===== src/common/icc_defines.vh =====
/*
 constants of the input capture channel: register byte offsets, field
 positions, reset values and mode codes.
 assumes a 32-bit classic wishbone slave with word-aligned registers.
*/
`ifndef ICC_DEFINES_VH
`define ICC_DEFINES_VH

// register byte offsets
`define ICC_ADR_CTRL 5'h00
`define ICC_ADR_BUF 5'h04
`define ICC_ADR_STAT 5'h08
`define ICC_ADR_MASK 5'h0C

// capture_control field positions
`define ICC_MODE_LSB 0
`define ICC_MODE_MSB 2
`define ICC_NE_BIT 3
`define ICC_OV_BIT 4
`define ICC_ICI_LSB 5
`define ICC_ICI_MSB 6
`define ICC_TSEL_BIT 7
`define ICC_SIDL_BIT 13

// capture_mode codes
`define ICC_M_OFF 3'h0
`define ICC_M_BOTH 3'h1
`define ICC_M_FALL 3'h2
`define ICC_M_RISE 3'h3
`define ICC_M_RISE4 3'h4
`define ICC_M_RISE16 3'h5
`define ICC_M_UNUSED 3'h6
`define ICC_M_WAKE 3'h7

// prescaler terminal counts
`define ICC_PRE4_LAST 4'h3
`define ICC_PRE16_LAST 4'hF

// interrupt status bit positions
`define ICC_ST_CAP 0
`define ICC_ST_OVF 1
`define ICC_ST_WAKE 2

// reset values
`define ICC_CTRL_RST 16'h0000
`define ICC_MASK_RST 3'h0
`define ICC_STAT_RST 3'h0

`endif


===== src/rtl/icc_fifo_mem.v =====
/*
 small capture buffer memory: one write port, one read port with
 registered read data.
 assumes the caller keeps its own pointers and never writes when full.
*/
`timescale 1ns/1ns
module icc_fifo_mem #(
   parameter WIDTH = 16,
   parameter ADDR_W = 2
) (
   input wire clk_sys,
   input wire rst,
   input wire wr_en,
   input wire [ADDR_W-1:0] wr_addr,
   input wire [WIDTH-1:0] wr_data,
   input wire rd_en,
   input wire [ADDR_W-1:0] rd_addr,
   output reg [WIDTH-1:0] rd_data
);
   reg [WIDTH-1:0] mem [0:(1<<ADDR_W)-1];

   // storage, no reset needed
   always @(posedge clk_sys) begin
      if (wr_en) begin
         mem[wr_addr] <= wr_data;
      end
   end

   // registered read data
   always @(posedge clk_sys or posedge rst) begin
      if (rst) begin
         rd_data <= {WIDTH{1'b0}};
      end else if (rd_en) begin
         rd_data <= mem[rd_addr];
      end
   end
endmodule


===== src/rtl/icc_top.v =====
/*
 input capture channel: edge detection on the capture pin, prescaler,
 timebase selection, four-entry capture buffer, interrupt grouping,
 wake-only mode and a classic wishbone register slave.
 assumes timer counts are on clk_sys; capture_pin is asynchronous;
 cpu_idle and cpu_sleep are synchronous levels from the power controller.
*/
// The implementer's own choices: the register offsets and the Wishbone slave port.
// Notes on behaviour
// - qualifying pin event latches selected timer count
// - four-entry buffer of captures read in turn
// - idle-stop bit halts channel while cpu idle
// - timebase select one picks timer a, zero b
// - captures per interrupt: one to four
// - read-only overflow flag, hardware cleared
// - read-only not-empty flag while buffer holds data
// - mode 111 wakes on rising edge only
// - mode 110 leaves channel disabled
// - mode 101 every sixteenth, 100 every fourth rise
// - mode 011 every rise, 010 every fall
// - mode 001 both edges, irq every capture
// - mode 000 turns channel off
// - unimplemented bits read zero; reset all zero
`timescale 1ns/1ns
`include "icc_defines.vh"
module icc_top #(
   parameter DATA_W = 16,
   parameter DEPTH_LOG2 = 2
) (
   input wire clk_sys,
   input wire rst,
   input wire wb_cyc_i,
   input wire wb_stb_i,
   input wire wb_we_i,
   input wire [4:0] wb_adr_i,
   input wire [3:0] wb_sel_i,
   input wire [31:0] wb_dat_i,
   output wire [31:0] wb_dat_o,
   output wire wb_ack_o,
   input wire capture_pin,
   input wire [DATA_W-1:0] timer_a_count,
   input wire [DATA_W-1:0] timer_b_count,
   input wire cpu_idle,
   input wire cpu_sleep,
   output wire irq
);
   localparam [DEPTH_LOG2:0] FULL_CNT = {1'b1, {DEPTH_LOG2{1'b0}}};
   localparam [DEPTH_LOG2:0] ONE_CNT = {{DEPTH_LOG2{1'b0}}, 1'b1};
   localparam [15:0] CTRL_RST = `ICC_CTRL_RST;

   // pin synchroniser and filtered level
   reg pin_s1_reg;
   reg pin_s2_reg;
   reg pin_s3_reg;
   reg pin_lvl_reg;
   wire pin_agree = (pin_s2_reg == pin_s3_reg);
   wire rise = pin_agree & pin_s2_reg & ~pin_lvl_reg;
   wire fall = pin_agree & ~pin_s2_reg & pin_lvl_reg;

   always @(posedge clk_sys or posedge rst) begin
      if (rst) begin
         pin_s1_reg <= 1'b0;
         pin_s2_reg <= 1'b0;
         pin_s3_reg <= 1'b0;
         pin_lvl_reg <= 1'b0;
      end else begin
         pin_s1_reg <= capture_pin;
         pin_s2_reg <= pin_s1_reg;
         pin_s3_reg <= pin_s2_reg;
         if (pin_agree) begin
            pin_lvl_reg <= pin_s2_reg;
         end
      end
   end

   // control fields
   reg [2:0] mode_reg;
   reg [1:0] ici_reg;
   reg tsel_reg;
   reg sidl_reg;
   reg ovf_reg;
   reg [2:0] mask_reg;
   wire [2:0] stat_reg;

   // buffer pointers
   reg [DEPTH_LOG2-1:0] wr_ptr_reg;
   reg [DEPTH_LOG2-1:0] rd_ptr_reg;
   reg [DEPTH_LOG2:0] count_reg;
   wire buf_empty = (count_reg == {(DEPTH_LOG2+1){1'b0}});
   wire buf_full = (count_reg == FULL_CNT);

   // bus request decode
   reg ack_reg;
   reg [31:0] dat_reg;
   reg buf_rd_reg;
   wire req = wb_cyc_i & wb_stb_i & ~ack_reg;
   wire wr_req = req & wb_we_i;
   wire rd_req = req & ~wb_we_i;
   wire hit_ctrl = (wb_adr_i == `ICC_ADR_CTRL);
   wire hit_buf = (wb_adr_i == `ICC_ADR_BUF);
   wire hit_stat = (wb_adr_i == `ICC_ADR_STAT);
   wire hit_mask = (wb_adr_i == `ICC_ADR_MASK);
   wire ctrl_wr_lo = wr_req & hit_ctrl & wb_sel_i[0];
   wire ctrl_wr_hi = wr_req & hit_ctrl & wb_sel_i[1];
   wire pop = rd_req & hit_buf & ~buf_empty;
   wire [2:0] mode_new = wb_dat_i[`ICC_MODE_MSB:`ICC_MODE_LSB];
   wire mode_change = ctrl_wr_lo & (mode_new != mode_reg);

   // channel runs unless stopped in idle or clocks are gone in sleep
   wire halted = (sidl_reg & cpu_idle) | cpu_sleep;
   wire mode_cap = (mode_reg == `ICC_M_BOTH) | (mode_reg == `ICC_M_FALL) |
      (mode_reg == `ICC_M_RISE) | (mode_reg == `ICC_M_RISE4) |
      (mode_reg == `ICC_M_RISE16);
   wire active = mode_cap & ~halted;

   // prescaler for every fourth and every sixteenth rising edge
   reg [3:0] pre_reg;
   reg [3:0] pre_next;
   reg cap_evt;
   always @* begin
      cap_evt = 1'b0;
      pre_next = pre_reg;
      if (active) begin
         case (mode_reg)
            `ICC_M_BOTH: cap_evt = rise | fall;
            `ICC_M_FALL: cap_evt = fall;
            `ICC_M_RISE: cap_evt = rise;
            `ICC_M_RISE4: begin
               if (rise) begin
                  cap_evt = (pre_reg == `ICC_PRE4_LAST);
                  pre_next = cap_evt ? 4'h0 : pre_reg + 4'h1;
               end
            end
            `ICC_M_RISE16: begin
               if (rise) begin
                  cap_evt = (pre_reg == `ICC_PRE16_LAST);
                  pre_next = pre_reg + 4'h1;
               end
            end
            default: cap_evt = 1'b0;
         endcase
      end
   end

   // selected timebase
   wire [DATA_W-1:0] cap_val = tsel_reg ? timer_a_count : timer_b_count;
   wire push = cap_evt & ~buf_full;
   wire ovf_evt = cap_evt & buf_full;

   // captures per interrupt
   reg [1:0] grp_reg;
   wire grp_done = (mode_reg == `ICC_M_BOTH) | (grp_reg == ici_reg);
   wire cap_irq_evt = cap_evt & grp_done;

   // wake-only mode, rising edge during sleep or idle
   wire wake_evt = (mode_reg == `ICC_M_WAKE) & rise & (cpu_sleep | cpu_idle);

   always @(posedge clk_sys or posedge rst) begin
      if (rst) begin
         pre_reg <= 4'h0;
         grp_reg <= 2'h0;
      end else if (mode_change) begin
         pre_reg <= 4'h0;
         grp_reg <= 2'h0;
      end else begin
         pre_reg <= pre_next;
         if (cap_evt) begin
            grp_reg <= grp_done ? 2'h0 : grp_reg + 2'h1;
         end
      end
   end

   // control register and overflow flag
   always @(posedge clk_sys or posedge rst) begin
      if (rst) begin
         mode_reg <= CTRL_RST[`ICC_MODE_MSB:`ICC_MODE_LSB];
         ici_reg <= CTRL_RST[`ICC_ICI_MSB:`ICC_ICI_LSB];
         tsel_reg <= CTRL_RST[`ICC_TSEL_BIT];
         sidl_reg <= CTRL_RST[`ICC_SIDL_BIT];
         ovf_reg <= CTRL_RST[`ICC_OV_BIT];
      end else begin
         if (ctrl_wr_lo) begin
            mode_reg <= mode_new;
            ici_reg <= wb_dat_i[`ICC_ICI_MSB:`ICC_ICI_LSB];
            tsel_reg <= wb_dat_i[`ICC_TSEL_BIT];
         end
         if (ctrl_wr_hi) begin
            sidl_reg <= wb_dat_i[`ICC_SIDL_BIT];
         end
         if (ovf_evt) begin
            ovf_reg <= 1'b1;
         end else if ((pop & (count_reg == ONE_CNT)) |
               (ctrl_wr_lo & (mode_new == `ICC_M_OFF))) begin
            ovf_reg <= 1'b0;
         end
      end
   end

   // buffer pointers; turning the channel off flushes it
   wire flush = ctrl_wr_lo & (mode_new == `ICC_M_OFF);
   always @(posedge clk_sys or posedge rst) begin
      if (rst) begin
         wr_ptr_reg <= {DEPTH_LOG2{1'b0}};
         rd_ptr_reg <= {DEPTH_LOG2{1'b0}};
         count_reg <= {(DEPTH_LOG2+1){1'b0}};
      end else if (flush) begin
         wr_ptr_reg <= {DEPTH_LOG2{1'b0}};
         rd_ptr_reg <= {DEPTH_LOG2{1'b0}};
         count_reg <= {(DEPTH_LOG2+1){1'b0}};
      end else begin
         if (push) begin
            wr_ptr_reg <= wr_ptr_reg + 1'b1;
         end
         if (pop) begin
            rd_ptr_reg <= rd_ptr_reg + 1'b1;
         end
         if (push & ~pop) begin
            count_reg <= count_reg + 1'b1;
         end else if (pop & ~push) begin
            count_reg <= count_reg - 1'b1;
         end
      end
   end

   wire [DATA_W-1:0] mem_rd_data;
   icc_fifo_mem #(
      .WIDTH(DATA_W),
      .ADDR_W(DEPTH_LOG2)
   ) u_mem (
      .clk_sys(clk_sys),
      .rst(rst),
      .wr_en(push),
      .wr_addr(wr_ptr_reg),
      .wr_data(cap_val),
      .rd_en(pop),
      .rd_addr(rd_ptr_reg),
      .rd_data(mem_rd_data)
   );

   // interrupt status: set wins over the read clear
   wire [2:0] stat_set;
   assign stat_set[`ICC_ST_CAP] = cap_irq_evt;
   assign stat_set[`ICC_ST_OVF] = ovf_evt;
   assign stat_set[`ICC_ST_WAKE] = wake_evt;
   wire stat_clr = rd_req & hit_stat;
   genvar gi;
   generate
      for (gi = 0; gi < 3; gi = gi + 1) begin : g_stat
         reg bit_reg;
         always @(posedge clk_sys or posedge rst) begin
            if (rst) begin
               bit_reg <= 1'b0;
            end else if (stat_set[gi]) begin
               bit_reg <= 1'b1;
            end else if (stat_clr) begin
               bit_reg <= 1'b0;
            end
         end
         assign stat_reg[gi] = bit_reg;
      end
   endgenerate

   always @(posedge clk_sys or posedge rst) begin
      if (rst) begin
         mask_reg <= `ICC_MASK_RST;
      end else if (wr_req & hit_mask & wb_sel_i[0]) begin
         mask_reg <= wb_dat_i[2:0];
      end
   end

   assign irq = |(stat_reg & mask_reg);

   // read data and acknowledge
   wire [15:0] ctrl_view = {2'b00, sidl_reg, 5'b0_0000, tsel_reg, ici_reg,
      ovf_reg, ~buf_empty, mode_reg};
   reg [31:0] rd_mux;
   always @* begin
      rd_mux = 32'h0000_0000;
      if (hit_ctrl) begin
         rd_mux = {16'h0000, ctrl_view};
      end else if (hit_stat) begin
         rd_mux = {29'h0000_0000, stat_reg};
      end else if (hit_mask) begin
         rd_mux = {29'h0000_0000, mask_reg};
      end
   end

   always @(posedge clk_sys or posedge rst) begin
      if (rst) begin
         ack_reg <= 1'b0;
         dat_reg <= 32'h0000_0000;
         buf_rd_reg <= 1'b0;
      end else begin
         ack_reg <= req;
         buf_rd_reg <= pop;
         if (rd_req) begin
            dat_reg <= rd_mux;
         end else begin
            dat_reg <= 32'h0000_0000;
         end
      end
   end

   assign wb_ack_o = ack_reg;
   assign wb_dat_o = buf_rd_reg ? {{(32-DATA_W){1'b0}}, mem_rd_data} : dat_reg;
endmodule

===== config.mk =====
export PLATFORM = sky130hd
export DESIGN_NAME = icc_top
export DESIGN_NICKNAME = d
export VERILOG_FILES = /design/src/rtl/icc_fifo_mem.v /design/src/rtl/icc_top.v
export VERILOG_INCLUDE_DIRS = /design/src /design/src/common
export SDC_FILE = /design/constraint.sdc
export NUM_CORES = 1
export LEC_CHECK = 0
export ABC_AREA = 1
export BUFFER_PORTS_ARGS = -buffer_cell sky130_fd_sc_hd__buf_2
export CORE_MARGIN = 3
export CORE_UTILIZATION = 39
export CTS_BUF_LIST = sky130_fd_sc_hd__clkbuf_8 sky130_fd_sc_hd__clkbuf_16
export DETAILED_ROUTE_END_ITERATION = 8
export GPL_TIMING_DRIVEN = 0
export PLACE_DENSITY = 0.68
export RECOVER_POWER = 25
export SETUP_SLACK_MARGIN = 0.05
export SLEW_MARGIN = 25
export SYNTH_ARGS = -nofsm -noshare
export SYNTH_HDL_FRONTEND = slang
export SYNTH_SLANG_ARGS = --single-unit

===== constraint.sdc =====
create_clock -name clk_sys -period 2.89 [get_ports clk_sys]
set_input_delay 0.289 -clock clk_sys [delete_from_list [all_inputs] [get_ports clk_sys]]
set_output_delay 0.289 -clock clk_sys [all_outputs]
set_load 0.03 [all_outputs]

==> summary.md <==
| Metric | Value |
|---|---|
| CTS tree | `built` |
| Critical path type | `flip-flop to output port` |
| Post-Place Setup Slack | `between 0.7 and 0.8 ns` |
| FF-to-FF setup slack | `0.70 ns` |
| RR Endpoint | `u_mem.mem[0][2]$_DFFE_PP_` |
| CTS buffer count | `17` |
| Placed cells | `859` |
| Layout cell share with drive strength beyond 1 | `22.86%` |
| Routed wire length | `between 10 and 15 mm` |
| Most frequent cells in the layout | `105 x nand2_1, 96 x nor2_1, 73 x buf_2, 64 x edfxtp_1, 58 x dfrtp_1` |
| Leakage dissipation | `around 3.2 nW` |
| Vias/cell | `around 5` |
| Setup-failing EPs final | `0` |
| PortBufs | `71` |
| Number of routed nets with antenna violations | `0` |
| Crit start category | `flip-flop` |
| Final Hold Viols | `0` |
| Final Max Tran Viols | `0` |
| N_diodes | `0` |
| NumNets Final | `792` |
| Worst r2r path cells | `10` |
| Largest net degree at the start of global routing | `46` |
| Chip width | `127.0 um` |
| Post-route setup slack | `0.4586 ns` |
| Synthesized area | `between 5000 and 6000 um2` |
| Largest register FFs | `64` |
| Starting DRC count in detailed routing | `about 320` |
| Hold path endpoint | `ici_reg[0]$_DFFE_PP0P_` |
| Global placement routability congestion | `0.8341` |
| Status | `completed` |
| Die Area | `16120 um2` |
| Routed len/inst | `15.65 um` |
| Seq/Total Area, Yosys | `59.10%` |
| Startpoint of the worst register-to-register path | `mode_reg[1]$_DFFE_PP0P_` |
| DRC | `0` |
| Synth warn | `0` |
| Seq. cell area | `3373 um2` |
| Number of synthesized flops with an enable pin | `between 60 and 70` |
| Fillers | `1303` |
| Initial Utilization | `40.49%` |
| Via count | `between 4000 and 5000` |
| Crit path capture type | `output port` |
| Clock Sink Count | `122` |
| RSZ-0062 raised after global routing | `false` |
| Minimum clock period | `2.431 ns` |
| Synth cell types | `39` |
| Setup TNS | `0 ns` |
| Asr flop ratio synth | `47.54%` |
| Worst skew pair latency | `0.42 ns` |
| Post-DP HPWL | `around 9.9 mm` |
| Mapped Cells | `588` |
| Pre-Repair DR Iteration Count | `5` |
| Top_reg_cell synth | `edfxtp_1` |
| Max Clock Freq | `between 400 and 500 MHz` |
| Max-Cap Viols | `0` |
| Critical path startpoint | `buf_rd_reg$_DFF_PP0_` |
| I/O pins | `115` |
| Global route total overflow | `0` |
| Initial antenna violation count | `0` |
| CTS max path bufs | `2` |
| Hold Startpoint | `wb_dat_i[5]` |
| Worst path arrival time | `2.14 ns` |
| Slew margin rel. | `22.66%` |
| Vias in the first global route | `4383` |
| Root buffer cell | `clkbuf_16` |
| Area occupied by multi-input gates | `1968 um2` |
| Slew @ Worst Pin | `between 1 and 1.5 ns` |
| Synthesized flop and latch total | `122` |
| Finished Layout Cells | `between 800 and 900` |
| Pwr/cell area | `661.4 nW/um2` |
| Clock Pin Slew Worst Setup and Hold Paths | `0.06 ns` |
| Core ar. | `14100 um2` |
| Most common cell after layout, fill and taps aside | `nand2_1` |
| Syn avg cell area | `9.707 um2` |
| Gr usage total | `17.87%` |
| Critical-path maximum fanout | `10` |
| Fin Clk Skew | `0.01372 ns` |
| Worst VDD drop | `0.4780 mV` |
| Worst Hold Class | `primary input to flip-flop` |
| Worst EP required | `between 2 and 3 ns` |
| Global-route wire length before repair | `~22 mm` |
| Post-CTS setup buffer count | `0` |
| Area grow syn2layout | `22.18%` |
| Worst hold path cell count | `3` |
| Die Ht | `about 130 um` |
| Tcrit/Tclk final | `84.13%` |
| H-tree depth | `4` |
| Row count | `43` |
how the worst max path moves through the flow:
| stage | slack [ns] | cells past startpoint | end |
|---|---|---|---|
| after detailed placement | 0.71 | 5 | u_mem.mem[0][13]$_DFFE_PP_ |
| after global routing | 0.30 | 5 | wb_dat_o[15] |
| final | 0.46 | 5 | wb_dat_o[15] |
| after CTS | 0.47 | 5 | wb_dat_o[15] |
| after global placement | 0.04 | 8 | u_mem.mem[2][9]$_DFFE_PP_ |
| after floorplan | 0.74 | 8 | u_mem.mem[0][0]$_DFFE_PP_ |
worst max-delay path, cell delays in order (launching register included):
cell,delay (ns)
dfrtp_1,0.37
clkbuf_1,0.45
clkbuf_1,0.48
nand2_1,0.15
inv_1,0.08
buf_2,0.19
cell families (layout without fill, tap and decap cells):
group                    count (synthesis)  in the layout  share of synthesized area [%]
AO/OA/AOI/OAI                           91             91                          8.637
buffers and inverters                   95            205                          7.540
AND/OR/NAND/NOR                        256            256                          20.14
other                                    1             16                        0.06570
multiplexers                             6              6                          1.184
adder cells (fa/ha/maj)                 11             11                          2.411
flip-flops                             122            122                          59.10
XOR/XNOR                                 6              6                         0.9206
stage by stage:
step	instance area, um2	hold slack [ns]	util [%]	total power [W]
2_1_floorplan	5764	0.3204	-	0.002530
3_3_place_gp	6345	0.3317	45.01	0.002676
3_5_place_dp	6441	0.2408	45.70	0.002732
4_1_cts	7002	0.05982	49.67	0.004642
5_1_grt	6974	0.07636	49.48	0.004837
6_report	6974	0.06564	49.48	0.004612
per-layer routing:
layer  vias to the layer above  share of wire [%]  track usage [%]  routed length (um)
met3                        20                5.5            4.682                 772
met4                         0                2.0            7.003                 280
met5                         -                  0                0                   0
met2                       161                 51            31.13                7100
li1                       2144                  -                -                   -
met1                      2120                 42            21.12                5824
area by class of cell:
cell class	instances	area share, %
multi-input combinational	386	28.22
tap	180	3.229
sequential	122	48.37
buffer	36	2.978
inverter	59	3.211
clock inverter	14	1.453
timing repair buffer	78	6.243
clock buffer	18	6.297
timing repair:
action                    CTS  global route
hold buffers                2             0
hold endpoints to repair   14             0
gates resized for setup     0             0
cell usage after synthesis, drive strengths merged (4+ instances only):
library cell	number	share of area, %
xnor2	4	0.61
edfxtp	64	34
ha	11	2.4
nand3	18	2.0
nor3	12	1.3
o21ai	55	4.8
inv	56	3.7
nand4	8	1.1
a21oi	14	1.2
o22ai	4	0.44
a31oi	14	1.5
nor2	103	7.2
mux2	6	1.2
nand2	112	7.8
buf	20	2.6
dfrtp	58	25
clkbuf	16	1.1
where the power goes:
part | leakage [nW] | internal (W) | switching, W
sequential | 1.31 | 0.00196 | 0.0000873
combinational | 1.60 | 0.000234 | 0.000417
clock | 0.250 | 0.00111 | 0.000794
(Power assumes the default switching activity.)
